[config.mk]
export PLATFORM = sky130hd
export DESIGN_NAME = capobj_codec
export DESIGN_NICKNAME = d
export VERILOG_FILES = /design/src/core/capobj_pkg.sv /design/src/core/capobj_entry_asm.sv /design/src/core/capobj_codec.sv
export SDC_FILE = /design/constraint.sdc
export NUM_CORES = 1
export LEC_CHECK = 0
export BUFFER_PORTS_ARGS = -buffer_cell sky130_fd_sc_hd__clkbuf_2
export CORE_UTILIZATION = 45
export CTS_CLUSTER_SIZE = 30
export DETAILED_ROUTE_END_ITERATION = 10
export PLACE_DENSITY = 0.69
export REMOVE_ABC_BUFFERS = 1
export SYNTH_ARGS = -nofsm -noshare
export SYNTH_HDL_FRONTEND = slang
export SYNTH_SLANG_ARGS = --single-unit
[constraint.sdc]
create_clock -name I_CORE_CLK -period 3.3 [get_ports I_CORE_CLK]
set_input_delay 0.33 -clock I_CORE_CLK [delete_from_list [all_inputs] [get_ports I_CORE_CLK]]
set_output_delay 0.33 -clock I_CORE_CLK [all_outputs]
set_load 0.03 [all_outputs]
[src/core/capobj_pkg.sv]
// shared types and constants for the capability object codec
package capobj_pkg;
  localparam int unsigned ADDR_W = 8;
  localparam int unsigned DATA_W = 32;

  typedef enum logic [1:0] {SVC_DIR, SVC_FCTL, SVC_CFG, SVC_ZONE} svc_t;

  // service type code and subtype of each object
  localparam logic [7:0] TYPE_DIR = 8'hfc;
  localparam logic [7:0] SUB_DIR = 8'h02;
  localparam logic [7:0] TYPE_FCTL = 8'hfd;
  localparam logic [7:0] SUB_FCTL = 8'h00;
  localparam logic [7:0] TYPE_MGMT = 8'hfa;
  localparam logic [7:0] SUB_CFG = 8'h01;
  localparam logic [7:0] SUB_ZONE = 8'h03;

  // defined bits of each support-flag word
  localparam logic [31:0] MASK_DIR = 32'h0000001f;
  localparam logic [31:0] MASK_FCTL = 32'h00000001;
  localparam logic [31:0] MASK_CFG = 32'h0000000f;
  localparam logic [31:0] MASK_ZONE = 32'h000003ff;

  // object layout
  localparam logic [3:0] HDR_RSV = 4'h2;
  localparam logic [3:0] HDR_CNT = 4'h3;
  localparam logic [1:0] HDR_LAST = 2'h3;
  localparam logic [2:0] ENT_LAST = 3'h7;
  localparam logic [3:0] TX_LAST_IDX = 4'hb;
  localparam logic [7:0] TX_ENTRIES = 8'h01;
  localparam logic [7:0] RSV_BYTE = 8'h00;

  // field positions in the flag words
  localparam int unsigned NS_FMT_LSB = 0;
  localparam int unsigned NS_ZERO_ACC = 4;
  localparam int unsigned FC_RSCN = 0;
  localparam int unsigned CFG_CLS_LSB = 0;
  localparam int unsigned ZN_CAPABLE = 0;
  localparam int unsigned ZN_ENHANCED = 1;
  localparam int unsigned ZN_RESTRICT = 2;
  localparam int unsigned ZN_DENY_DEF = 3;
  localparam int unsigned ZN_DB_CAP = 4;
  localparam int unsigned ZN_DB_ON = 5;
  localparam int unsigned ZN_ACT_DIR = 6;
  localparam int unsigned ZN_HARD = 7;
  localparam int unsigned ZN_SEC_SUP = 8;
  localparam int unsigned ZN_SEC_EN = 9;

  // register byte addresses
  localparam logic [7:0] REG_CTRL = 8'h00;
  localparam logic [7:0] REG_L_DIR = 8'h04;
  localparam logic [7:0] REG_L_DIRV = 8'h08;
  localparam logic [7:0] REG_L_FCTL = 8'h0c;
  localparam logic [7:0] REG_L_FCTLV = 8'h10;
  localparam logic [7:0] REG_L_CFG = 8'h14;
  localparam logic [7:0] REG_L_ZONE = 8'h18;
  localparam logic [7:0] REG_P_DIR = 8'h20;
  localparam logic [7:0] REG_P_DIRV = 8'h24;
  localparam logic [7:0] REG_P_FCTL = 8'h28;
  localparam logic [7:0] REG_P_FCTLV = 8'h2c;
  localparam logic [7:0] REG_P_CFG = 8'h30;
  localparam logic [7:0] REG_P_ZONE = 8'h34;
  localparam logic [7:0] REG_STATUS = 8'h38;

  // control and status bits
  localparam int unsigned CTRL_GO = 0;
  localparam int unsigned CTRL_SVC_LSB = 1;
  localparam int unsigned ST_BUSY = 4;
  localparam int unsigned ST_UNK = 5;

  typedef struct packed {
    logic [7:0] data;
    logic last;
  } beat_t;

  typedef struct packed {
    logic [3:0] ns_fmt;
    logic ns_zero_acc;
    logic fc_rscn;
    logic [3:0] cfg_cls;
  } peer_caps_t;

  typedef struct packed {
    logic sec_en;
    logic sec_sup;
    logic hard;
    logic act_dir;
    logic db_on;
    logic db_cap;
    logic deny_def;
    logic restrict_merge;
    logic enhanced;
    logic capable;
  } zone_flags_t;
endpackage

[src/core/capobj_entry_asm.sv]
// gathers eight received bytes into one capability entry
`timescale 1ns/100ps
module capobj_entry_asm
  import capobj_pkg::*;
(
  input wire logic i_clk,
  input wire logic i_rst_n,
  input wire logic i_clear,
  input wire logic i_valid,
  input wire logic [7:0] i_byte,
  output logic [63:0] o_entry,
  output logic o_done
);
  logic [2:0] idx_q;
  logic [63:0] acc_q;

  // RQ2 eight byte entry
  always_ff @(posedge i_clk) begin
    if (!i_rst_n) begin
      idx_q <= '0;
      acc_q <= '0;
      o_done <= 1'b0;
      o_entry <= '0;
    end else begin
      o_done <= 1'b0;
      if (i_valid) begin
        acc_q <= {acc_q[55:0], i_byte};
        idx_q <= idx_q + 3'h1;
        if (idx_q == ENT_LAST) begin
          o_entry <= {acc_q[55:0], i_byte};
          o_done <= 1'b1;
        end
      end
      // a cut object drops a partial entry, but an entry whose eighth byte ends it still completes
      if (i_clear) begin
        idx_q <= '0;
      end
    end
  end
endmodule // capobj_entry_asm

[src/core/capobj_codec.sv]
// capability object codec: builds local objects, parses peer objects
// Behaviour
// RQ1: object header is type code, subtype, reserved byte, entry count.
// RQ2: each entry following the header is exactly eight bytes.
// RQ3: directory object uses type FCh subtype 02h, flags then vendor word.
// RQ4: directory flag bits 0-3 accept entry formats 00h to 03h.
// RQ5: directory bit 4 is zero-length accept support; bits 5-31 reserved.
// RQ6: fabric controller object uses type FDh subtype 00h, flags then vendor.
// RQ7: fabric controller bit 0 accepts change notifications; rest reserved.
// RQ8: vendor flag words pass through without decoding.
// RQ9: configuration server object uses FAh subtype 01h, flags then reserved.
// RQ10: configuration bits 0-3 give command class support; bits 4-31 reserved.
// RQ11: zone server object uses FAh subtype 03h, flags then reserved.
// RQ12: zoning bit 0 is enhanced mode capable.
// RQ13: zoning bit 1 is enhanced mode operating.
// RQ14: zoning bit 2 is restrict merge policy when one.
// RQ15: zoning bit 3 denies default zone traffic when one.
// RQ16: zoning bit 4 is zone set database capable.
// RQ17: zoning bit 5 is zone set database kept now.
// RQ18: zoning bit 6 is activate-direct support.
// RQ19: zoning bit 7 is hard zoning support.
// RQ20: zoning bits 8 and 9 are secure zoning support, enable; rest reserved.
// RQ21: reserved bits and bytes sent as zero and ignored on receive.
`timescale 1ns/100ps
module capobj_codec
  import capobj_pkg::*;
(
  input wire logic I_CORE_CLK,
  input wire logic I_RESET_N,
  input wire logic [ADDR_W-1:0] I_ADDR,
  input wire logic [DATA_W-1:0] I_WDATA,
  input wire logic I_WR,
  input wire logic I_RD,
  output logic [DATA_W-1:0] O_RDATA,
  output beat_t O_TX_BEAT,
  output logic O_TX_VALID,
  input wire logic I_TX_READY,
  input wire beat_t I_RX_BEAT,
  input wire logic I_RX_VALID,
  output peer_caps_t O_PEER_CAPS,
  output zone_flags_t O_PEER_ZONE
);
  typedef enum logic {RX_HDR, RX_ENT} rx_state_t;

  function automatic logic [7:0] svc_type(input svc_t s);
    case (s)
      SVC_DIR: svc_type = TYPE_DIR;
      SVC_FCTL: svc_type = TYPE_FCTL;
      default: svc_type = TYPE_MGMT;
    endcase
  endfunction

  function automatic logic [7:0] svc_sub(input svc_t s);
    case (s)
      SVC_DIR: svc_sub = SUB_DIR;
      SVC_FCTL: svc_sub = SUB_FCTL;
      SVC_CFG: svc_sub = SUB_CFG;
      default: svc_sub = SUB_ZONE;
    endcase
  endfunction

  function automatic logic [31:0] svc_mask(input svc_t s);
    case (s)
      SVC_DIR: svc_mask = MASK_DIR;
      SVC_FCTL: svc_mask = MASK_FCTL;
      SVC_CFG: svc_mask = MASK_CFG;
      default: svc_mask = MASK_ZONE;
    endcase
  endfunction

  // local service state
  logic [31:0] l_dir_q, l_dirv_q, l_fctl_q, l_fctlv_q, l_cfg_q, l_zone_q;
  // peer service state
  logic [31:0] p_dir_q, p_dirv_q, p_fctl_q, p_fctlv_q, p_cfg_q, p_zone_q;
  logic [3:0] p_valid_q;
  logic unk_q;

  logic wr_go;
  logic tx_busy;
  svc_t go_svc;
  logic [7:0] go_type;
  logic [95:0] go_frame;
  logic [31:0] status_w;

  assign tx_busy = O_TX_VALID;
  assign go_svc = svc_t'(I_WDATA[CTRL_SVC_LSB +: 2]);
  assign go_type = svc_type(go_svc);
  assign wr_go = I_WR && (I_ADDR == REG_CTRL) && I_WDATA[CTRL_GO];
  assign status_w = {26'h0, unk_q, tx_busy, p_valid_q};

  // RQ21 reserved bits cleared
  always_ff @(posedge I_CORE_CLK) begin
    if (!I_RESET_N) begin
      l_dir_q <= '0;
      l_dirv_q <= '0;
      l_fctl_q <= '0;
      l_fctlv_q <= '0;
      l_cfg_q <= '0;
      l_zone_q <= '0;
    end else if (I_WR) begin
      case (I_ADDR)
        REG_L_DIR: l_dir_q <= I_WDATA & MASK_DIR;
        REG_L_DIRV: l_dirv_q <= I_WDATA;
        REG_L_FCTL: l_fctl_q <= I_WDATA & MASK_FCTL;
        REG_L_FCTLV: l_fctlv_q <= I_WDATA;
        REG_L_CFG: l_cfg_q <= I_WDATA & MASK_CFG;
        REG_L_ZONE: l_zone_q <= I_WDATA & MASK_ZONE;
        default: ;
      endcase
    end
  end

  always_ff @(posedge I_CORE_CLK) begin
    if (!I_RESET_N) begin
      O_RDATA <= '0;
    end else if (I_RD) begin
      case (I_ADDR)
        REG_L_DIR: O_RDATA <= l_dir_q;
        REG_L_DIRV: O_RDATA <= l_dirv_q;
        REG_L_FCTL: O_RDATA <= l_fctl_q;
        REG_L_FCTLV: O_RDATA <= l_fctlv_q;
        REG_L_CFG: O_RDATA <= l_cfg_q;
        REG_L_ZONE: O_RDATA <= l_zone_q;
        REG_P_DIR: O_RDATA <= p_dir_q;
        REG_P_DIRV: O_RDATA <= p_dirv_q;
        REG_P_FCTL: O_RDATA <= p_fctl_q;
        REG_P_FCTLV: O_RDATA <= p_fctlv_q;
        REG_P_CFG: O_RDATA <= p_cfg_q;
        REG_P_ZONE: O_RDATA <= p_zone_q;
        REG_STATUS: O_RDATA <= status_w;
        default: O_RDATA <= '0;
      endcase
    end else begin
      O_RDATA <= '0;
    end
  end

  // transmit: one object of one entry per request
  always_comb begin
    go_frame = '0;
    // RQ1 header layout
    go_frame[95:64] = {go_type, svc_sub(go_svc), RSV_BYTE, TX_ENTRIES};
    case (go_svc)
      // RQ3 directory entry
      SVC_DIR: go_frame[63:0] = {l_dir_q, l_dirv_q};
      // RQ6 controller entry
      SVC_FCTL: go_frame[63:0] = {l_fctl_q, l_fctlv_q};
      // RQ9 config entry
      SVC_CFG: go_frame[63:0] = {l_cfg_q, 32'h0};
      // RQ11 zoning entry
      default: go_frame[63:0] = {l_zone_q, 32'h0};
    endcase
  end

  logic [87:0] tx_rest_q;
  logic [3:0] tx_idx_q;

  // RQ2 twelve byte object
  always_ff @(posedge I_CORE_CLK) begin
    if (!I_RESET_N) begin
      O_TX_VALID <= 1'b0;
      O_TX_BEAT <= '0;
      tx_rest_q <= '0;
      tx_idx_q <= '0;
    end else if (wr_go && !tx_busy) begin
      O_TX_VALID <= 1'b1;
      O_TX_BEAT <= '{data: go_frame[95:88], last: 1'b0};
      tx_rest_q <= go_frame[87:0];
      tx_idx_q <= '0;
    end else if (O_TX_VALID && I_TX_READY) begin
      if (O_TX_BEAT.last) begin
        O_TX_VALID <= 1'b0;
        O_TX_BEAT <= '0;
      end else begin
        O_TX_BEAT <= '{data: tx_rest_q[87:80], last: tx_idx_q == TX_LAST_IDX - 4'h1};
        tx_rest_q <= {tx_rest_q[79:0], 8'h00};
        tx_idx_q <= tx_idx_q + 4'h1;
      end
    end
  end

  // receive parser
  rx_state_t rx_state_q;
  logic [1:0] hdr_idx_q;
  logic [7:0] rx_type_q, rx_sub_q, ent_left_q;
  logic [2:0] ent_byte_q;
  logic ent_valid, ent_done, ent_clear;
  logic [63:0] ent_w;

  assign ent_valid = I_RX_VALID && (rx_state_q == RX_ENT);
  assign ent_clear = I_RX_VALID && I_RX_BEAT.last;

  capobj_entry_asm u_asm (
    .i_clk(I_CORE_CLK),
    .i_rst_n(I_RESET_N),
    .i_clear(ent_clear),
    .i_valid(ent_valid),
    .i_byte(I_RX_BEAT.data),
    .o_entry(ent_w),
    .o_done(ent_done)
  );

  // RQ1 header parse
  always_ff @(posedge I_CORE_CLK) begin
    if (!I_RESET_N) begin
      rx_state_q <= RX_HDR;
      hdr_idx_q <= '0;
      rx_type_q <= '0;
      rx_sub_q <= '0;
      ent_left_q <= '0;
      ent_byte_q <= '0;
    end else if (I_RX_VALID) begin
      case (rx_state_q)
        RX_HDR: begin
          hdr_idx_q <= hdr_idx_q + 2'h1;
          case (hdr_idx_q)
            2'h0: rx_type_q <= I_RX_BEAT.data;
            2'h1: rx_sub_q <= I_RX_BEAT.data;
            // RQ21 reserved byte ignored
            2'h2: ;
            default: begin
              ent_left_q <= I_RX_BEAT.data;
              ent_byte_q <= '0;
              if (I_RX_BEAT.data != 8'h00 && !I_RX_BEAT.last) begin
                rx_state_q <= RX_ENT;
              end
            end
          endcase
          if (I_RX_BEAT.last) begin
            hdr_idx_q <= '0;
          end
        end
        // RQ2 count entry bytes
        RX_ENT: begin
          ent_byte_q <= ent_byte_q + 3'h1;
          if (ent_byte_q == ENT_LAST) begin
            ent_left_q <= ent_left_q - 8'h01;
          end
          if (I_RX_BEAT.last || (ent_byte_q == ENT_LAST && ent_left_q == 8'h01)) begin
            rx_state_q <= RX_HDR;
            hdr_idx_q <= '0;
          end
        end
        default: rx_state_q <= RX_HDR;
      endcase
    end
  end

  logic is_dir, is_fctl, is_cfg, is_zone, clr_unk;
  assign is_dir = rx_type_q == TYPE_DIR && rx_sub_q == SUB_DIR;
  assign is_fctl = rx_type_q == TYPE_FCTL && rx_sub_q == SUB_FCTL;
  assign is_cfg = rx_type_q == TYPE_MGMT && rx_sub_q == SUB_CFG;
  assign is_zone = rx_type_q == TYPE_MGMT && rx_sub_q == SUB_ZONE;
  assign clr_unk = I_WR && I_ADDR == REG_STATUS && I_WDATA[ST_UNK];

  // RQ21 reserved bits masked
  always_ff @(posedge I_CORE_CLK) begin
    if (!I_RESET_N) begin
      p_dir_q <= '0;
      p_dirv_q <= '0;
      p_fctl_q <= '0;
      p_fctlv_q <= '0;
      p_cfg_q <= '0;
      p_zone_q <= '0;
      p_valid_q <= '0;
    end else if (ent_done) begin
      if (is_dir) begin
        // RQ8 vendor word passed
        p_dir_q <= ent_w[63:32] & svc_mask(SVC_DIR);
        p_dirv_q <= ent_w[31:0];
        p_valid_q[SVC_DIR] <= 1'b1;
      end
      if (is_fctl) begin
        // RQ8 vendor word passed
        p_fctl_q <= ent_w[63:32] & svc_mask(SVC_FCTL);
        p_fctlv_q <= ent_w[31:0];
        p_valid_q[SVC_FCTL] <= 1'b1;
      end
      if (is_cfg) begin
        p_cfg_q <= ent_w[63:32] & svc_mask(SVC_CFG);
        p_valid_q[SVC_CFG] <= 1'b1;
      end
      if (is_zone) begin
        p_zone_q <= ent_w[63:32] & svc_mask(SVC_ZONE);
        p_valid_q[SVC_ZONE] <= 1'b1;
      end
    end
  end

  // unknown object seen; a new one wins over the clear
  always_ff @(posedge I_CORE_CLK) begin
    if (!I_RESET_N) begin
      unk_q <= 1'b0;
    end else if (ent_done && !(is_dir || is_fctl || is_cfg || is_zone)) begin
      unk_q <= 1'b1;
    end else if (clr_unk) begin
      unk_q <= 1'b0;
    end
  end

  // peer capability decode
  // RQ4 entry formats
  assign O_PEER_CAPS.ns_fmt = p_dir_q[NS_FMT_LSB +: 4];
  // RQ5 zero length accept
  assign O_PEER_CAPS.ns_zero_acc = p_dir_q[NS_ZERO_ACC];
  // RQ7 notification support
  assign O_PEER_CAPS.fc_rscn = p_fctl_q[FC_RSCN];
  // RQ10 command classes
  assign O_PEER_CAPS.cfg_cls = p_cfg_q[CFG_CLS_LSB +: 4];
  // RQ12 enhanced capable
  assign O_PEER_ZONE.capable = p_zone_q[ZN_CAPABLE];
  // RQ13 enhanced operating
  assign O_PEER_ZONE.enhanced = p_zone_q[ZN_ENHANCED];
  // RQ14 merge policy
  assign O_PEER_ZONE.restrict_merge = p_zone_q[ZN_RESTRICT];
  // RQ15 default zone
  assign O_PEER_ZONE.deny_def = p_zone_q[ZN_DENY_DEF];
  // RQ16 database capable
  assign O_PEER_ZONE.db_cap = p_zone_q[ZN_DB_CAP];
  // RQ17 database kept
  assign O_PEER_ZONE.db_on = p_zone_q[ZN_DB_ON];
  // RQ18 activate direct
  assign O_PEER_ZONE.act_dir = p_zone_q[ZN_ACT_DIR];
  // RQ19 hard zoning
  assign O_PEER_ZONE.hard = p_zone_q[ZN_HARD];
  // RQ20 secure zoning
  assign O_PEER_ZONE.sec_sup = p_zone_q[ZN_SEC_SUP];
  assign O_PEER_ZONE.sec_en = p_zone_q[ZN_SEC_EN];
endmodule // capobj_codec

# ---- Word level (Yosys, flattened, before mapping)
# Index checks and enable logic that the tools add are counted.
dict set report classes {
  add_sub_neg 5
  multipliers 0
  div 0
  order_cmp 0
  eq_ne 31
  shift 0
  mux 28
  bitwise_logic 3
  reduce_logical 54
}
# op count
set op_table {}
lappend op_table {{32-bit one-hot mux with 13 select lines} 1}
lappend op_table {{88-bit 2-to-1 mux} 3}
lappend op_table {{42-bit one-hot mux with 3 select lines} 1}
lappend op_table {{8-bit by 6-bit == test with 1-bit output (second input constant)} 7}
lappend op_table {{2-bit AND reduction} 18}
lappend op_table {{9-bit 2-to-1 mux} 3}
lappend op_table {{8-bit by 5-bit == test with 1-bit output (second input constant)} 3}
lappend op_table {{8-bit == test (second input constant)} 3}
lappend op_table {{8-bit by 1-bit == test with 1-bit output (second input constant)} 2}
lappend op_table {{8-bit by 2-bit == test with 1-bit output (second input constant)} 2}
lappend op_table {{8-bit by 4-bit == test with 1-bit output (second input constant)} 2}
lappend op_table {{8-bit logical NOT} 2}
lappend op_table {{8-bit 2-to-1 mux} 2}
lappend op_table {{8-bit one-hot mux with 2 select lines} 1}
lappend op_table {{1-bit logical AND} 15}
lappend op_table {{3-bit one-hot mux with 2 select lines} 2}
lappend op_table {{1-bit 2-to-1 mux} 9}
lappend op_table {{3-bit AND reduction} 3}
lappend op_table {{8-bit by 3-bit == test with 1-bit output (second input constant)} 1}
lappend op_table {{8-bit nonzero test} 1}
lappend op_table {{8-bit by 1-bit subtractor with 8-bit output (second input constant)} 1}
lappend op_table {{3-bit by 1-bit adder with 3-bit output (second input constant)} 2}
lappend op_table {{3-bit == test (second input constant)} 2}
lappend op_table {{2-bit by 1-bit inequality test with 1-bit output (second input constant)} 3}
lappend op_table {{other kinds (18)} 32}
dict set report word_totals {
  reg_bits 417
  latchBits 0
  mem_bits_rw 0
  romBits 0
  in_bits 55
  out_inout_bits 62
  mem_count 0
}

# ---- Depth between registers and ports, before layout
# Gate-level depths: netlist of run 1.
dict set report depth {
  depth_word 8
  mapped_depth 8
  depth_no_buf 6
}

# ---- Hierarchy
# From an unflattened synthesis of run 1, not the netlist that was laid out.
dict set report hier_totals {
  hier_cells 2148
  hier_area_um2 18495.2
}
# module instances cells_each area_each_um2 seq_area_each_um2
set by_module_without_submodules {}
lappend by_module_without_submodules {capobj_codec 1 1661 13718.2 6746.5}
lappend by_module_without_submodules {capobj_entry_asm 1 487 4777.1 2482.4}

# ---- Worst setup path after synthesis of run 1
# Ideal clock, no wire load.
dict set report synth_timing {
  path_type {reg2reg}
  startpoint {register O_TX_BEAT[0] in the netlist's numbering}
  endpoint {register tx_rest_q[15]}
  setup_time_ps 127
  t_arrival_ps 2003
  path_slack_ps 1171
  stages_incl_launch_ff 7
  period_less_slack_ps 2129
  cell_sequence {dfxtp_1 buf_2 nand3b_1 buf_2 clkbuf_1 mux2i_1 o22ai_2}
}
dict set report synth_via {
  elab_chain_len 2
}
# element line
set synth_lines {}
lappend synth_lines {{start: declaration} capobj_codec.sv:35} ;# output beat_t O_TX_BEAT,
lappend synth_lines {{start signal: assignment} capobj_codec.sv:167} ;# O_TX_BEAT <= '{data: go_frame[95:88], last: 1'b0};
lappend synth_lines {{start signal: assignment} capobj_codec.sv:175} ;# O_TX_BEAT <= '{data: tx_rest_q[87:80], last: tx_idx_q == TX_LAST_IDX - 4'h1};
lappend synth_lines {{2-bit by 1-bit inequality test with 1-bit output (no source line)} n/a}
lappend synth_lines {{2-bit AND reduction (no source line)} n/a}
lappend synth_lines {{end signal: assignment} capobj_codec.sv:168} ;# tx_rest_q <= go_frame[87:0];
lappend synth_lines {{end signal: assignment} capobj_codec.sv:176} ;# tx_rest_q <= {tx_rest_q[79:0], 8'h00};
lappend synth_lines {{end: declaration} capobj_codec.sv:155} ;# logic [87:0] tx_rest_q;
# No other way between the ends.
# A chain may end at the register's enable or synchronous reset.

# ---- Worst setup path after layout of run 1
dict set report layout_timing {
  startpoint {register rx_sub_q[7]}
  endpoint {register p_fctlv_q[8]}
}
dict set report layout_via {
  elab_chain_len 3
}
# element line
set layout_lines {}
lappend layout_lines {{start: declaration} capobj_codec.sv:185} ;# logic [7:0] rx_type_q, rx_sub_q, ent_left_q;
lappend layout_lines {{start signal: assignment} capobj_codec.sv:218} ;# 2'h1: rx_sub_q <= I_RX_BEAT.data;
lappend layout_lines {{8-bit logical NOT} capobj_codec.sv:251} ;# assign is_fctl = rx_type_q == TYPE_FCTL && rx_sub_q == SUB_FCTL;
lappend layout_lines {{1-bit logical AND} capobj_codec.sv:251}
lappend layout_lines {{2-bit AND reduction (no source line)} n/a}
lappend layout_lines {{end signal: assignment} capobj_codec.sv:276} ;# p_fctlv_q <= ent_w[31:0];
lappend layout_lines {{end: declaration} capobj_codec.sv:74} ;# logic [31:0] p_dir_q, p_dirv_q, p_fctl_q, p_fctlv_q, p_cfg_q, p_zone_q;
# No other way between the ends.

==> out/metrics.yaml, run 1 <==
outcome: "finished clean"
die_area_um2: 38600
layout.nets: 2119
synth_area_um2: 17000
worst_path_largest_cell_delay_ns: 0.85
grt_max_degree: 205
synthFlopType: "dfxtp_1"
clk_latency_ns: 0.53
pre_cts_ws_ns: 0.655
power_leakage_uw: 0.00667
crit_type: "flip-flop to flip-flop"
synth_area_leaders: "dfxtp_1 49%, a21oi_1 10%, nand2_1 9.8%"
p_int_uw: 8130
fin_hold_ws_ns: 0.0401
max_cap_viol_count: 0
synth_top_cell_area_share: 0.490
drt_first_pass_iters: 8
dpl_cell_area_um2: 17900
synth-edff-count: 0
grt_pass1_vias: 14000
avgSynthCellArea_um2: 8.42
fin_skew_ns: 0.0131
numCtsBuffers: 44
pwr-share-seq: 0.489
min_path_type: "input port to flip-flop"
grt_first_pass_wirelength_mm: 77.4
pwr-share-comb: 0.030
clock_power_share: 0.481
worstMarginPinSlew_ns: 1.29
ys_warn_count: 0
synth_cells: 2023
clockRootBuffer: "clkbuf_16"
drtIter0Drc: 1481
period_needed_ns: 2.47
final_cell_area_um2: 19300
io-pin-count: 117
finalSetupViolations: 0
hold_violations: 0
ctsResizeCount: 0
crit_buf_inv: 0
final_common_cell: "nand2_1"
required_ns: 3.68
num_rows: 70
max-clock-path-buffers: 3
worstPathMaxFanout: 37
htreeDepth: 2
port_buffers: 116
drive_above_1_share: 0.137
clock_sinks: 417
synthArstFlopShare: 0
worstPathArrival_ns: 2.85
seq_area_frac_synth: 0.490
area_growth_pct: 13.5
fillCellCount: 3491
max_freq_mhz: 406
path_clk_slew_ns: 0.06
antenna_found_initial: 1
postCtsSetupBuffers: 0
dieHeight_um: 197
slowest_stage: "or3_1"
power_switching_uw: 2220
rsz0062_at_grt: "no"
synth_largest_area_cell: "dfxtp_1"
power_density_nw_per_um2: 535
antenna_left: 0
wl_per_cell_um: 18.9
vias: 14900
grt-ovfl-total: 0
groute.usage.overall: 0.248
setup_ws_ns: 0.835
coreArea_um2: 37000
crit_family: "simple AND/OR/NAND/NOR gates"
end_kind: "flip-flop"
drv_slew: 0
ir_drop_mv: 0.345
maxSlewHeadroom: 0.141
cts-hold-fix-buffers: 0
synth.distinct_cells: 69
ys_ff_latch: 417
finalWirelength_mm: 48.8
swShare: 0.214
startpoint_type: "flip-flop"
vias_per_cell: 5.78
route.detailed.drc: 0
globalplace.congestion: 0.939
final_cell_mix: "444 x nand2_1, 417 x dfxtp_1, 351 x a21oi_1"
die_x_um: 197
dp_hpwl_mm: 32.0
cts_tree: "yes"
cp_cell_sequence: "or4b_1 -> or3_1 -> o21ai_0 -> a21oi_1"
fin_crit_sh: 0.747
antenna_cells: 0
start_util: 0.461
finish.utilization: 0.523
## synth_stat cells, types with 6 or more instances
cell	number
nor2b_1	9
clkbuf_1	124
nor3_1	6
a21oi_1	351
nand3b_1	7
inv_1	12
buf_1	9
nand3_1	131
dfxtp_1	417
a22o_1	8
mux2_2	20
a32oi_1	6
o2bb2ai_1	8
a222oi_1	27
and3_1	9
and2_1	7
o22ai_2	22
buf_2	40
mux2i_1	55
a22oi_1	49
nand2_1	444
ha_1	16
nor3b_1	8
a31oi_1	6
nor2_1	47
o21ai_0	95
## metal layers
metal  track usage  part of all wire  vias up
met5             0           0.00027        -
met3        0.0294             0.070       78
met4        0.0799             0.027        2
li1              -                 -     7179
met2         0.408              0.48      523
met1         0.337              0.43     7166
## cell families after synthesis
logic type / Yosys count / synth area share
adders and majority gates: 16 / 0.0118
AOI/OAI and AO/OA: 607 / 0.215
and+or+nand+nor: 715 / 0.189
buffers and inverters: 190 / 0.0466
xor gates and xnor gates: 3 / 0.00154
muxes: 75 / 0.0456
DFF: 417 / 0.490
## cell type report
| class | instances | area (um2) | share of cell area |
|---|---|---|---|
| flip-flops and latches | 417 | 8350 | 0.432 |
| inverters | 12 | 52.6 | 0.00272 |
| clock buffers | 66 | 1330 | 0.0686 |
| repair buffers | 157 | 926 | 0.0479 |
| clock inverters | 12 | 145 | 0.00751 |
| multi-input cells | 1416 | 7900 | 0.409 |
| well taps | 504 | 631 | 0.0326 |
## path summary, 6_finish.rpt
path | start | end | slack [ns] | cells past startpoint
max reg2reg | rx_sub_q[7] | p_fctlv_q[8] | 0.83 | 4
min | I_WDATA[18] | l_dirv_q[18] | 0.04 | 3
max | rx_sub_q[7] | p_fctlv_q[8] | 0.83 | 4
min reg2reg | u_asm.acc_q[27] | u_asm.o_entry[35] | 0.45 | 2
## flip-flops by register name, summed over array words and instances (netlist names), 5 cells and up
name           flops
O_RDATA           32
O_TX_BEAT          9
ent_left_q         8
l_dir_q            5
l_dirv_q          32
l_fctlv_q         32
l_zone_q          10
p_dir_q            5
p_dirv_q          32
p_fctlv_q         32
p_zone_q          10
rx_sub_q           8
rx_type_q          8
tx_rest_q         88
u_asm.acc_q       34
u_asm.o_entry     42
## per-stage QoR
stage	total power (uW)	setup TNS (ns)	cells
finish	10300	0	2584
global route	10600	0	2584
CTS	10400	0	2584
detailed placement	5480	0	2506
floorplan	5310	-717.10	1845
global placement	5470	0	2506
## worst reg2reg max path: stages, from the launching register on
cell and delay, ns:
dfxtp_1 0.33, or4b_1 0.59, or3_1 0.85, o21ai_0 0.44, a21oi_1 0.11
## power by group through the flow
| stage | Clock [uW] | Combinational, uW | Sequential (uW) |
|---|---|---|---|
| finish | 4970 | 313 | 5060 |
| global placement | 0 | 304 | 5170 |
| floorplan | 0 | 140 | 5170 |
| global route | 5250 | 336 | 5060 |
| detailed placement | 0 | 309 | 5170 |
| CTS | 5050 | 310 | 5060 |
No activity file was read; power rests on OpenSTA's default activity.
==> inputs of run 2 (changes only) <==
--- a/config.mk
+++ b/config.mk
@@ -9,7 +9,7 @@
 export CORE_UTILIZATION = 45
 export CTS_CLUSTER_SIZE = 30
 export DETAILED_ROUTE_END_ITERATION = 10
-export PLACE_DENSITY = 0.69
+export PLACE_DENSITY = 0.72
 export REMOVE_ABC_BUFFERS = 1
 export SYNTH_ARGS = -nofsm -noshare
 export SYNTH_HDL_FRONTEND = slang
==> constraint.sdc (replaced) <==
create_clock -name I_CORE_CLK -period 2 [get_ports I_CORE_CLK]
set_input_delay 0.2 -clock I_CORE_CLK [delete_from_list [all_inputs] [get_ports I_CORE_CLK]]
set_output_delay 0.2 -clock I_CORE_CLK [all_outputs]
set_load 0.03 [all_outputs]
==> run 2 against run 1 <==
Compared with the run above:
- register-to-register slack worse by 0.77 ns
- count of clock-buffer cells in the layout shrank 4
- sequential power grew 65%
- fmax rose by 28%
- via count increased by 2.7%
- non-clock buffer count up 73
- clock skew up 0.011 ns
- sequential share of layout area decreased by 1.9 points
==> out/metrics.yaml, run 2 (same netlist as run 1, synthesis figures left out) <==
fin_crit_sh: 0.966  # +0.219
finish.utilization: 0.547  # +0.0243
io-pin-count: 117  # unchanged
crit_type: "flip-flop to flip-flop"
power_leakage_uw: 0.00707  # +6.0%
ff_latch_area_um2: 8350  # unchanged
drive_above_1_share: 0.150  # +0.0129
vias: 15300  # +2.7%
htreeDepth: 2  # unchanged
crit_family: "simple AND/OR/NAND/NOR gates"
vias_per_cell: 5.77  # -0.20%
final_common_cell: "nand2_1"
required_ns: 2.43  # -1.25 ns
cp_cell_sequence: "or4b_1 -> or3_1 -> buf_12 -> o21ai_0 -> a21oi_1"
outcome: "finished clean"
grt_max_degree: 109  # -47%
num_rows: 70  # unchanged
antenna_left: 0  # unchanged
multi_input_area_um2: 7900  # unchanged
finalWirelength_mm: 49.1  # +0.73%
clockRootBuffer: "clkbuf_16"
largest_register: "tx_rest_q"
hold_violations: 0  # unchanged
globalplace.congestion: 0.961  # +2.3%
max_cap_viol_count: 0  # unchanged
fillCellCount: 3362  # -3.7%
dieHeight_um: 197  # unchanged
coreArea_um2: 37000  # unchanged
maxSlewHeadroom: 0.475  # +0.334
fin_skew_ns: 0.0237  # +0.0106 ns
ir_drop_mv: 0.493  # +43%
largest_reg_flops: 88  # unchanged
finalSetupViolations: 0  # unchanged
cts_tree: "yes"
drv_slew: 0  # unchanged
drt_first_pass_iters: 10  # +2
max_freq_mhz: 518  # +28%
max-clock-path-buffers: 3  # unchanged
worstPathArrival_ns: 2.36  # -0.49 ns
worstPathMaxFanout: 37  # unchanged
min_path_type: "input port to flip-flop"
crit_buf_inv: 1  # +1
grt_pass1_vias: 14400  # +3.3%
grt-ovfl-total: 0  # unchanged
die_x_um: 197  # unchanged
groute.usage.overall: 0.252  # +0.00407
clock_sinks: 417  # unchanged
dp_hpwl_mm: 32.5  # +1.4%
drtIter0Drc: 1342  # -9.4%
reg_top3: "tx_rest_q (88), u_asm.o_entry (42), u_asm.acc_q (34)"
clk_latency_ns: 0.58  # +0.05 ns
grt_first_pass_wirelength_mm: 78.1  # +0.81%
end_kind: "flip-flop"
area_growth_pct: 18.8
port_buffers: 116  # unchanged
route.detailed.drc: 0  # unchanged
period_needed_ns: 1.93  # -0.534 ns
numCtsBuffers: 43  # -2.3%
final_cell_mix: "444 x nand2_1, 417 x dfxtp_1, 351 x a21oi_1"
worstMarginPinSlew_ns: 0.787  # -0.501 ns
start_util: 0.461  # unchanged
wl_per_cell_um: 18.5  # -2.1%
layout.nets: 2191  # +3.4%
slowest_stage: "or4b_1"
rsz0062_at_grt: "no"
die_area_um2: 38600  # unchanged
worst_path_largest_cell_delay_ns: 0.59  # -0.26 ns
antenna_cells: 0  # unchanged
power_density_nw_per_um2: 853  # +59%
startpoint_type: "flip-flop"
power.total_uw: 17200  # +67%
path_clk_slew_ns: 0.06  # about the same
antenna_found_initial: 0  # -1
run 2: power by group:
part	internal, uW	total, uW	switching, uW
Combinational	212	617	405
Clock	4870	8280	3410
Sequential	8330	8340	17.9
run 2: final timing paths:
path | from | end | slack (ns) | depth (start not counted)
max reg2reg | rx_sub_q[7] | p_fctlv_q[30] | 0.07 | 5
min reg2reg | tx_rest_q[52] | tx_rest_q[60] | 0.45 | 2
min | I_RX_BEAT[7] | u_asm.acc_q[6] | 0.005 | 3
max | rx_sub_q[7] | p_fctlv_q[30] | 0.07 | 5
run 2: worst reg2reg max path, stage by stage (launching register included):
cell and delay (ns):
dfxtp_1 0.33, or4b_1 0.59, or3_1 0.38, buf_12 0.19, o21ai_0 0.20, a21oi_1 0.09
run 2: final cells by class:
cell class	count	share of cell area
Timing Repair Buffer	230	0.0900
Tap cell	504	0.0312
Multi-Input combinational cell	1416	0.391
Clock buffer	62	0.0632
Sequential cell	417	0.413
Clock inverter	17	0.00965
Inverter	12	0.00260
run 2: stage by stage:
step	worst slack (ns)	TNS [ns]	hold slack [ns]	instances	cell area [um2]
floorplan	-4.93	-1168.29	0.310	1845	16300
global placement	0.0941	0	0.434	2541	18400
detailed placement	0.0977	0	0.443	2541	18400
CTS	0.0757	0	0.000233	2658	20200
global route	0.00272	0	0.0154	2658	20200
finish	0.0686	0	0.00506	2658	20200
run 2: metal layers:
metal | track usage | vias to the layer above | share of wire
li1 | - | 7334 | -
met1 | 0.334 | 7288 | 0.42
met2 | 0.406 | 606 | 0.47
met3 | 0.0380 | 118 | 0.071
met4 | 0.111 | 0 | 0.039
met5 | 0 | - | 0
run 2: timing repair:
action,4_1_cts,5_1_grt
setup buffers,0,0
hold buffers,38,0
resized for setup,0,6
hold endpoints to repair,85,0
endpoints found under the setup margin,0,5
